**src/rtl/gcm_map.vh**
```
`ifndef GCM_MAP_VH
`define GCM_MAP_VH

// ************************************************************
// register offsets (byte addresses on the register bus)
// ************************************************************
`define GCM_CTRL_OFS       8'h00
`define GCM_STAT_OFS       8'h04

// ************************************************************
// control word fields
// ************************************************************
`define GCM_CTRL_SEL_BIT   0
`define GCM_CTRL_RATA_BIT  1
`define GCM_CTRL_RATB_BIT  2
`define GCM_CTRL_EN_LSB    4
`define GCM_CTRL_EN_MSB    11
`define GCM_CTRL_RST       12'hFF0

// ************************************************************
// status word fields
// ************************************************************
`define GCM_STAT_BAD0_BIT  0
`define GCM_STAT_BAD1_BIT  1
`define GCM_STAT_CSEL_BIT  2
`define GCM_STAT_ST_LSB    4
`define GCM_STAT_ST_MSB    5
`define GCM_STAT_OE_LSB    8
`define GCM_STAT_OE_MSB    15
`define GCM_STAT_LIVE_LSB  16
`define GCM_STAT_LIVE_MSB  23

// ************************************************************
// bus answers
// ************************************************************
`define GCM_RESP_OKAY      2'h0
`define GCM_RESP_SLVERR    2'h2

// ************************************************************
// timing
// ************************************************************
`define GCM_CLK_NS         20
`define GCM_STUCK_NS       200
`define GCM_STUCK_CYC      ((`GCM_STUCK_NS + `GCM_CLK_NS - 1) / `GCM_CLK_NS)
`define GCM_DEFER_NS       1000
`define GCM_DEFER_CYC      (`GCM_DEFER_NS / `GCM_CLK_NS)
`define GCM_RECOVER_RISES  3'h5

`endif

```
**src/rtl/gcm_clk_monitor.v**
```verilog
`timescale 1ns/1ps
`include "gcm_map.vh"

// ************************************************************
// one monitored input: edge pulses and stuck / recovery flag
// ************************************************************
module gcm_clk_monitor (
  input  wire       aclk,
  input  wire       aresetn,
  input  wire       clk_level,
  output wire       rise,
  output wire       fall,
  output wire       bad
);

  localparam integer STUCK_CYC = `GCM_STUCK_CYC;
  localparam [31:0]  STUCK_W   = STUCK_CYC - 1;
  localparam [7:0]   STUCK_LIM = STUCK_W[7:0];

  reg        smp_ff;
  reg        prv_ff;
  reg  [7:0] idle_ff;
  reg  [2:0] rec_ff;
  reg        bad_ff;

  // the aclk itself is the free-running reference, so the timer
  // keeps counting while both monitored inputs are stopped
  assign rise = smp_ff & ~prv_ff;
  assign fall = ~smp_ff & prv_ff;
  assign bad  = bad_ff;

  // sample, idle timer, recovery counter
  always @(posedge aclk) begin
    if (!aresetn) begin
      // track the pin in reset, so release shows no false edge
      smp_ff  <= clk_level;
      prv_ff  <= smp_ff;
      idle_ff <= 8'h00;
      rec_ff  <= 3'h0;
      bad_ff  <= 1'b0;
    end else begin
      smp_ff <= clk_level;
      prv_ff <= smp_ff;
      if (rise || fall) begin
        idle_ff <= 8'h00;
      end else if (idle_ff != STUCK_LIM) begin
        idle_ff <= idle_ff + 8'h01; // see RQ20
      end
      // stuck detection wins over a clear in the same cycle
      if (!(rise || fall) && idle_ff == STUCK_LIM) begin
        bad_ff <= 1'b1; // see RQ7
        rec_ff <= 3'h0;
      end else if (bad_ff && rise) begin
        // fifth rise closes four whole periods
        if (rec_ff + 3'h1 == `GCM_RECOVER_RISES) begin
          bad_ff <= 1'b0; // see RQ8
          rec_ff <= 3'h0;
        end else begin
          rec_ff <= rec_ff + 3'h1;
        end
      end
    end
  end

endmodule // gcm_clk_monitor

```
**src/rtl/gcm_clock_mux.v**
```verilog
// Operation
// RQ1: mux switches cleanly between both inputs, running or stopped.
// RQ2: on select change outputs go low after one output cycle.
// RQ3: outputs stay low one new-input cycle, then follow it.
// RQ4: divide change finishes current cycle, then continues at new ratio.
// RQ5: disabled output completes its period before high impedance.
// RQ6: enabled output first drives low, then starts on clean rise.
// RQ7: stuck input over about 200ns sets its bad flag.
// RQ8: bad flag clears after four full periods of restored input.
// RQ9: while selected input is bad, outputs are held low.
// RQ10: select moved to good input: low one period, then run.
// RQ11: divide change while bad takes effect when clock returns.
// RQ12: disable while input bad goes to high impedance at once.
// RQ13: re-enable after recovery drives low before first rise.
// RQ14: changes during stuck detection wait until bad flag sets.
// RQ15: deferred change: low on bad, follow new clock's second period.
// RQ16: deferred transitions are glitch free, may take up to 1us.
// RQ17: select high picks second input, low picks first input.
// RQ18: each bank divides by one or two on its own select.
// RQ19: each output has active-high enable, default enabled.
// RQ20: stuck timeout uses free-running reference independent of inputs.
//
// Implementation choices: the placing of the registers and the AXI4-Lite interface to the registers.
`timescale 1ns/1ps
`include "gcm_map.vh"

module gcm_clock_mux (
  input  wire        aclk,
  input  wire        aresetn,
  input  wire        first_input_pair,
  input  wire        second_input_pair,
  input  wire [7:0]  s_axi_awaddr,
  input  wire        s_axi_awvalid,
  output wire        s_axi_awready,
  input  wire [31:0] s_axi_wdata,
  input  wire [3:0]  s_axi_wstrb,
  input  wire        s_axi_wvalid,
  output wire        s_axi_wready,
  output wire [1:0]  s_axi_bresp,
  output wire        s_axi_bvalid,
  input  wire        s_axi_bready,
  input  wire [7:0]  s_axi_araddr,
  input  wire        s_axi_arvalid,
  output wire        s_axi_arready,
  output wire [31:0] s_axi_rdata,
  output wire [1:0]  s_axi_rresp,
  output wire        s_axi_rvalid,
  input  wire        s_axi_rready,
  output wire [3:0]  bank_a_clock_outputs,
  output wire [3:0]  bank_a_oe,
  output wire [3:0]  bank_b_clock_outputs,
  output wire [3:0]  bank_b_oe
);

  // ************************************************************
  // states of the switch sequencer
  // ************************************************************
  localparam [1:0] ST_RUN   = 2'h0;
  localparam [1:0] ST_DRAIN = 2'h1;
  localparam [1:0] ST_HOLD  = 2'h2;

  // ************************************************************
  // declarations
  // ************************************************************
  reg  [11:0] ctrl_ff;
  reg  [1:0]  state_ff;
  reg  [1:0]  nxt_state;
  reg         cur_sel_ff;
  reg         nxt_cur_sel;
  reg         seen_ff;
  reg         nxt_seen;
  reg  [1:0]  level_ff;
  reg  [1:0]  nxt_level;
  reg  [1:0]  ratio_ff;
  reg  [1:0]  nxt_ratio;
  reg  [1:0]  frz_ff;
  reg  [1:0]  nxt_frz;
  reg  [1:0]  bnd;
  reg  [7:0]  oe_ff;
  reg  [7:0]  nxt_oe;
  reg  [7:0]  live_ff;
  reg  [7:0]  nxt_live;
  reg  [7:0]  q_ff;
  reg  [7:0]  nxt_q;
  reg  [1:0]  req_ratio;
  integer     b;
  integer     i;

  reg         awready_ff;
  reg         wready_ff;
  reg         aw_got_ff;
  reg         w_got_ff;
  reg  [7:0]  awaddr_ff;
  reg  [31:0] wdata_ff;
  reg  [3:0]  wstrb_ff;
  reg         bvalid_ff;
  reg  [1:0]  bresp_ff;
  reg         arready_ff;
  reg         rvalid_ff;
  reg  [31:0] rdata_ff;
  reg  [1:0]  rresp_ff;

  wire        rise0;
  wire        fall0;
  wire        bad0;
  wire        rise1;
  wire        fall1;
  wire        bad1;
  wire        req_sel;
  wire [7:0]  req_en;
  wire        sel_rise;
  wire        sel_fall;
  wire        sel_bad;
  wire [31:0] status_word;

  // ************************************************************
  // decode: 0 control, 1 status, 2 unmapped
  // ************************************************************
  function [1:0] gcm_dec;
    input [7:0] addr;
    begin
      if (addr == `GCM_CTRL_OFS) begin
        gcm_dec = 2'h0;
      end else if (addr == `GCM_STAT_OFS) begin
        gcm_dec = 2'h1;
      end else begin
        gcm_dec = 2'h2;
      end
    end
  endfunction

  // ************************************************************
  // input monitors
  // ************************************************************
  gcm_clk_monitor u_mon0 (
    .aclk      (aclk),
    .aresetn   (aresetn),
    .clk_level (first_input_pair),
    .rise      (rise0),
    .fall      (fall0),
    .bad       (bad0)
  );

  gcm_clk_monitor u_mon1 (
    .aclk      (aclk),
    .aresetn   (aresetn),
    .clk_level (second_input_pair),
    .rise      (rise1),
    .fall      (fall1),
    .bad       (bad1)
  );

  // events of the input currently feeding the banks
  assign sel_rise = cur_sel_ff ? rise1 : rise0; // see RQ17
  assign sel_fall = cur_sel_ff ? fall1 : fall0;
  assign sel_bad  = cur_sel_ff ? bad1 : bad0;

  // requested settings from the control word
  assign req_sel = ctrl_ff[`GCM_CTRL_SEL_BIT];
  assign req_en  = ctrl_ff[`GCM_CTRL_EN_MSB:`GCM_CTRL_EN_LSB];

  // ************************************************************
  // bank dividers, switch sequencer, output gating
  // ************************************************************
  // select and divide changes while running only act on edges of the selected
  // input or on its bad flag, so a stopped input defers them until the flag sets
  always @* begin
    req_ratio   = {ctrl_ff[`GCM_CTRL_RATB_BIT], ctrl_ff[`GCM_CTRL_RATA_BIT]};
    nxt_state   = state_ff;
    nxt_cur_sel = cur_sel_ff;
    nxt_seen    = seen_ff;
    nxt_level   = level_ff;
    nxt_ratio   = ratio_ff;
    nxt_frz     = frz_ff;
    bnd         = 2'b00;
    for (b = 0; b < 2; b = b + 1) begin
      // end of a period: the falling edge of the bank clock
      bnd[b] = level_ff[b] & ((~ratio_ff[b] & sel_fall) |
                              (ratio_ff[b] & sel_rise));
      if (frz_ff[b]) begin
        nxt_level[b] = 1'b0;
        nxt_ratio[b] = req_ratio[b]; // see RQ11
      end else begin
        if (ratio_ff[b]) begin
          if (sel_rise) begin
            nxt_level[b] = ~level_ff[b]; // see RQ18
          end
        end else if (sel_rise) begin
          nxt_level[b] = 1'b1;
        end else if (sel_fall) begin
          nxt_level[b] = 1'b0;
        end
        if (bnd[b]) begin
          nxt_ratio[b] = req_ratio[b]; // see RQ4
        end
        if (state_ff == ST_DRAIN && bnd[b]) begin
          nxt_frz[b] = 1'b1; // see RQ2
        end
      end
    end
    case (state_ff)
      ST_RUN: begin
        if (sel_bad) begin
          nxt_frz   = 2'b11; // see RQ9
          nxt_level = 2'b00;
          nxt_state = ST_HOLD;
          if (req_sel != cur_sel_ff) begin
            nxt_cur_sel = req_sel; // see RQ10
            nxt_seen    = 1'b0;
          end else begin
            nxt_seen    = 1'b1;
          end
        end else if (req_sel != cur_sel_ff) begin
          nxt_state = ST_DRAIN; // see RQ1
        end
      end
      ST_DRAIN: begin
        if (sel_bad || (&nxt_frz)) begin
          nxt_frz     = 2'b11; // see RQ14
          nxt_level   = 2'b00;
          nxt_cur_sel = req_sel; // see RQ15
          nxt_seen    = 1'b0;
          nxt_state   = ST_HOLD;
        end
      end
      ST_HOLD: begin
        if (req_sel != cur_sel_ff) begin
          nxt_cur_sel = req_sel;
          nxt_seen    = 1'b0;
        end else if (sel_rise && !sel_bad) begin
          if (seen_ff) begin
            nxt_frz   = 2'b00; // see RQ3
            nxt_level = 2'b11;
            nxt_ratio = req_ratio;
            nxt_state = ST_RUN;
          end else begin
            nxt_seen = 1'b1; // see RQ16
          end
        end
      end
      default: begin
        nxt_state = ST_HOLD;
        nxt_frz   = 2'b11;
        nxt_level = 2'b00;
      end
    endcase
    // per output enable handling
    nxt_oe   = oe_ff;
    nxt_live = live_ff;
    nxt_q    = 8'h00;
    for (i = 0; i < 8; i = i + 1) begin
      if (req_en[i] && !oe_ff[i]) begin
        nxt_oe[i]   = 1'b1; // see RQ6
        nxt_live[i] = 1'b0; // see RQ13
      end else if (req_en[i] && !live_ff[i]) begin
        if (nxt_level[i/4] && !level_ff[i/4]) begin
          nxt_live[i] = 1'b1;
        end
      end else if (!req_en[i] && oe_ff[i]) begin
        if (frz_ff[i/4] || nxt_frz[i/4] || !live_ff[i]) begin
          nxt_oe[i]   = 1'b0; // see RQ12
          nxt_live[i] = 1'b0;
        end else if (bnd[i/4]) begin
          nxt_oe[i]   = 1'b0; // see RQ5
          nxt_live[i] = 1'b0;
        end
      end
      nxt_q[i] = nxt_level[i/4] & nxt_live[i];
    end
  end

  // sequencer and output flops
  always @(posedge aclk) begin
    if (!aresetn) begin
      state_ff   <= ST_HOLD;
      cur_sel_ff <= 1'b0;
      seen_ff    <= 1'b0;
      level_ff   <= 2'b00;
      ratio_ff   <= 2'b00;
      frz_ff     <= 2'b11;
      oe_ff      <= 8'h00;
      live_ff    <= 8'h00;
      q_ff       <= 8'h00;
    end else begin
      state_ff   <= nxt_state;
      cur_sel_ff <= nxt_cur_sel;
      seen_ff    <= nxt_seen;
      level_ff   <= nxt_level;
      ratio_ff   <= nxt_ratio;
      frz_ff     <= nxt_frz;
      oe_ff      <= nxt_oe;
      live_ff    <= nxt_live;
      q_ff       <= nxt_q;
    end
  end

  assign bank_a_clock_outputs = q_ff[3:0];
  assign bank_b_clock_outputs = q_ff[7:4];
  assign bank_a_oe            = oe_ff[3:0];
  assign bank_b_oe            = oe_ff[7:4];

  // ************************************************************
  // register bus slave
  // ************************************************************
  assign status_word = {8'h00, live_ff, oe_ff, 2'b00, state_ff,
                        1'b0, cur_sel_ff, bad1, bad0};

  // write path: address and data taken in either order
  always @(posedge aclk) begin
    if (!aresetn) begin
      awready_ff <= 1'b0;
      wready_ff  <= 1'b0;
      aw_got_ff  <= 1'b0;
      w_got_ff   <= 1'b0;
      awaddr_ff  <= 8'h00;
      wdata_ff   <= 32'h00000000;
      wstrb_ff   <= 4'h0;
      bvalid_ff  <= 1'b0;
      bresp_ff   <= `GCM_RESP_OKAY;
      ctrl_ff    <= `GCM_CTRL_RST; // see RQ19
    end else begin
      if (s_axi_awvalid && awready_ff) begin
        aw_got_ff  <= 1'b1;
        awaddr_ff  <= s_axi_awaddr;
        awready_ff <= 1'b0;
      end else if (!aw_got_ff && !bvalid_ff) begin
        awready_ff <= 1'b1;
      end
      if (s_axi_wvalid && wready_ff) begin
        w_got_ff  <= 1'b1;
        wdata_ff  <= s_axi_wdata;
        wstrb_ff  <= s_axi_wstrb;
        wready_ff <= 1'b0;
      end else if (!w_got_ff && !bvalid_ff) begin
        wready_ff <= 1'b1;
      end
      if (aw_got_ff && w_got_ff && !bvalid_ff) begin
        aw_got_ff <= 1'b0;
        w_got_ff  <= 1'b0;
        bvalid_ff <= 1'b1;
        bresp_ff  <= `GCM_RESP_OKAY;
        if (gcm_dec(awaddr_ff) == 2'h0) begin
          if (wstrb_ff[0]) begin
            ctrl_ff[7:0] <= wdata_ff[7:0];
          end
          if (wstrb_ff[1]) begin
            ctrl_ff[11:8] <= wdata_ff[11:8];
          end
        end else if (gcm_dec(awaddr_ff) == 2'h2) begin
          bresp_ff <= `GCM_RESP_SLVERR;
        end
      end else if (bvalid_ff && s_axi_bready) begin
        bvalid_ff <= 1'b0;
      end
    end
  end

  // read path: one cycle from address to data
  always @(posedge aclk) begin
    if (!aresetn) begin
      arready_ff <= 1'b0;
      rvalid_ff  <= 1'b0;
      rdata_ff   <= 32'h00000000;
      rresp_ff   <= `GCM_RESP_OKAY;
    end else begin
      if (s_axi_arvalid && arready_ff) begin
        arready_ff <= 1'b0;
        rvalid_ff  <= 1'b1;
        rresp_ff   <= `GCM_RESP_OKAY;
        if (gcm_dec(s_axi_araddr) == 2'h0) begin
          rdata_ff <= {20'h00000, ctrl_ff};
        end else if (gcm_dec(s_axi_araddr) == 2'h1) begin
          rdata_ff <= status_word;
        end else begin
          rdata_ff <= 32'h00000000;
          rresp_ff <= `GCM_RESP_SLVERR;
        end
      end else if (rvalid_ff && s_axi_rready) begin
        rvalid_ff  <= 1'b0;
        arready_ff <= 1'b1;
      end else if (!rvalid_ff) begin
        arready_ff <= 1'b1;
      end
    end
  end

  assign s_axi_awready = awready_ff;
  assign s_axi_wready  = wready_ff;
  assign s_axi_bvalid  = bvalid_ff;
  assign s_axi_bresp   = bresp_ff;
  assign s_axi_arready = arready_ff;
  assign s_axi_rvalid  = rvalid_ff;
  assign s_axi_rdata   = rdata_ff;
  assign s_axi_rresp   = rresp_ff;

endmodule // gcm_clock_mux

```
**config.mk**
```make
export PLATFORM = sky130hd
export DESIGN_NAME = gcm_clock_mux
export DESIGN_NICKNAME = d
export VERILOG_FILES = /design/src/rtl/gcm_clk_monitor.v /design/src/rtl/gcm_clock_mux.v
export VERILOG_INCLUDE_DIRS = /design/src /design/src/rtl
export SDC_FILE = /design/constraint.sdc
export NUM_CORES = 1
export LEC_CHECK = 0
export BUFFER_PORTS_ARGS = -buffer_cell sky130_fd_sc_hd__buf_2
export CAP_MARGIN = 40
export CORE_MARGIN = 10
export CORE_UTILIZATION = 35
export CTS_BUF_LIST = sky130_fd_sc_hd__clkbuf_4 sky130_fd_sc_hd__clkbuf_8
export DETAILED_ROUTE_END_ITERATION = 7
export PLACE_DENSITY = 0.59
export SLEW_MARGIN = 10
export SYNTH_ARGS = -nofsm -noshare
export SYNTH_HDL_FRONTEND = slang
export SYNTH_SLANG_ARGS = --single-unit
```
**constraint.sdc**
```tcl
create_clock -name aclk -period 3.2 [get_ports aclk]
set_input_delay 0.64 -clock aclk [delete_from_list [all_inputs] [get_ports aclk]]
set_output_delay 0.64 -clock aclk [all_outputs]
set_load 0.02 [all_outputs]
```
==> out/results.ini <==
[clocking]
cts_tree=yes
cts_inserted_buffers=17
insertion_delay_ns=0.45
cts_max_level=4
cts.clk_slew.worst_paths_ns=0.08
cts-root-buf=clkbuf_8
post_cts_buffers=0
cts.sinks=129
clockBufferDepth=2
cts_resized=0
hold_buffers=0

[placed_design]
post-place-cells=951
dp_hpwl_um=10500
portBuffers=85
routabilityCongestion=0.840

[layout]
drive_gt1_frac=0.186
finalNetCount=839
area_delta_synth_final_pct=17.7
n_antenna_cell=0
fin_cells=983

[die]
die_h_um=149
dieArea_mm2=0.0222
core_mm2=0.0165
io-pin-count=118
initial_core_util=0.354
num_rows=47
die-width_um=149

[global_routing]
antenna_found_initial=0
grt_max_degree=34
grt_pass1_vias=4602
grt_usage=0.126
grt_pass1_wl_um=22900
gr-total-overflow=0

[worst_setup_path]
cp.arrival_ns=2.75
crit_required_ns=3.60
end_kind=flop
cp_max_fo=7
worstSetupPathType=reg2reg
crit_path_start_kind=flop

[route]
dr.pass1.iters=4
drc=0
avgRoutedWirePerCell_um=14.1
first_iter_violations=211
ant_nets=0
via_per_inst=4.84
dr_total_vias=4758
drt_wl_total_um=13900

[synth]
synth-edff-count=0
synthFlopType=dfxtp_1
async_flop_share=0
ys_types=62
ys_warn_count=0
avgSynthCellArea_um2=8.74
synthCells=666
ys_seq_area_frac=0.443
ys_seq_elements=129
syn_area_mm2=0.00582

[power_and_ir_drop]
powerDensity_mw_per_mm2=522
finalPower_w=0.00358
p_leak_nw=3.12
ir_worst_vdd_mv=0.284

[sta]
slew_viol_final=0
max_clock_freq_mhz=426
period_needed_ns=2.35
tns_ns=0
slew_headroom=0.611
hold_viol_final=0
grt_setup_unrepaired=false
holdWs_ns=0.286
worst_slew_pin_slew_ns=0.583
finalCritPeriodShare=0.734
setup_viol=0
finClkSkew_ns=0.0102

[worst_hold_path]
min_path_type=in2reg

[status]
outcome=finished clean

[run]
cap_violations=0

-- cells in the mapped netlist, types with 4 or more instances --
cell type  count  area (um2)
or3_1          4        25.0
and3_1         6        37.5
nor3_1        13        65.1
clkbuf_1      21        78.8
nand3_1       27         135
ha_1          28         350
o2111ai_1      4        35.0
buf_4         10        75.1
a21o_1         4        30.0
a21oi_1       60         300
xor2_1        13         114
a211oi_1       6        45.0
nor4_1         6        37.5
nand2_1       76         285
dfxtp_1      129        2580
o21a_1         7        52.6
o21ai_0       10        50.1
nand2b_1      12        75.1
nor2_1        74         278
xnor2_1        5        43.8
inv_1         47         176
mux2i_1       25         250
a22o_1        15         131
-- where the power goes --
part	switching, W	total, W	internal [W]
Clock	0.000655	0.00147	0.000811
Combinational	0.000237	0.000388	0.000152
Sequential	0.0000639	0.00172	0.00166
-- state kept, by name, summed over array words and instances, names as in the netlist, 2 cells and up --
signal and flops:
wdata_ff 12, u_mon0.rec_ff 3, live_ff 8, q_ff 8, oe_ff 8, frz_ff 2, level_ff 2, s_axi_rdata 24
u_mon1.idle_ff 8, ctrl_ff 12, awaddr_ff 8, u_mon1.rec_ff 3, state_ff 2, ratio_ff 2, u_mon0.idle_ff 8, wstrb_ff 2
-- metrics by stage --
stage,cell area [um2],util,setup WS (ns)
after floorplan,5860,-,1.17
after global placement,6430,0.391,0.891
after detailed placement,6430,0.391,0.883
after CTS,6860,0.416,0.852
after global routing,6860,0.416,0.691
final,6860,0.416,0.852
-- routing by layer --
metal	routed length, um	GRT usage
met1	6700	0.167
met2	6000	0.183
met4	141	0.0373
met5	0	0
met3	1050	0.0525
-- logic make-up after synthesis --
logic type	synth area share
AO/OA/AOI/OAI	0.161
adder cells (fa/ha/maj)	0.0602
AND/OR/NAND/NOR	0.193
multiplexers	0.0550
buffers and inverters	0.0599
XOR/XNOR	0.0271
flip-flops	0.443
other	0.000644
-- critical path, cell delays in order (launching register included) --
cell,delay [ns]
dfxtp_1,0.35
inv_1,0.05
ha_1,0.27
mux4_2,0.54
a41o_1,0.31
nand2b_4,0.16
a211oi_2,0.39
a32o_2,0.22
-- path summary, 6_finish.rpt --
| check | startpoint | to | slack, ns | cells after the start |
|---|---|---|---|---|
| setup / recovery | u_mon1.prv_ff$_DFF_P_ | oe_ff[6]$_SDFFE_PN0P_ | 0.85 | 7 |
| hold / removal | second_input_pair | u_mon1.smp_ff$_DFF_P_ | 0.29 | 1 |
| setup reg to reg | u_mon1.prv_ff$_DFF_P_ | oe_ff[6]$_SDFFE_PN0P_ | 0.85 | 7 |
| hold reg to reg | u_mon1.smp_ff$_DFF_P_ | u_mon1.prv_ff$_DFF_P_ | 0.38 | 0 |
-- placed cells by master (no fill, tap or decap), types with 12 or more instances in the layout --
cell      synthesis  layout
dfxtp_1         129     129
nor3_1           13      13
buf_2             0      85
nand3_1          27      27
inv_1            47      46
mux2i_1          25      25
ha_1             28      28
a21oi_1          60      60
nand2_1          76      76
a22o_1           15      15
nor2_1           74      74
xor2_1           13      13
clkbuf_8          0      19
nand2b_1         12      12
-- final cells by class --
class,count,area [um2]
Multi-Input combinational cell,465,2930
Tap cell,220,275
Clock buffer,19,262
Sequential cell,129,2580
Clock inverter,13,159
Timing Repair Buffer,90,475
Fill cell,1694,9610
Inverter,47,176
(Power assumes the default switching activity.)
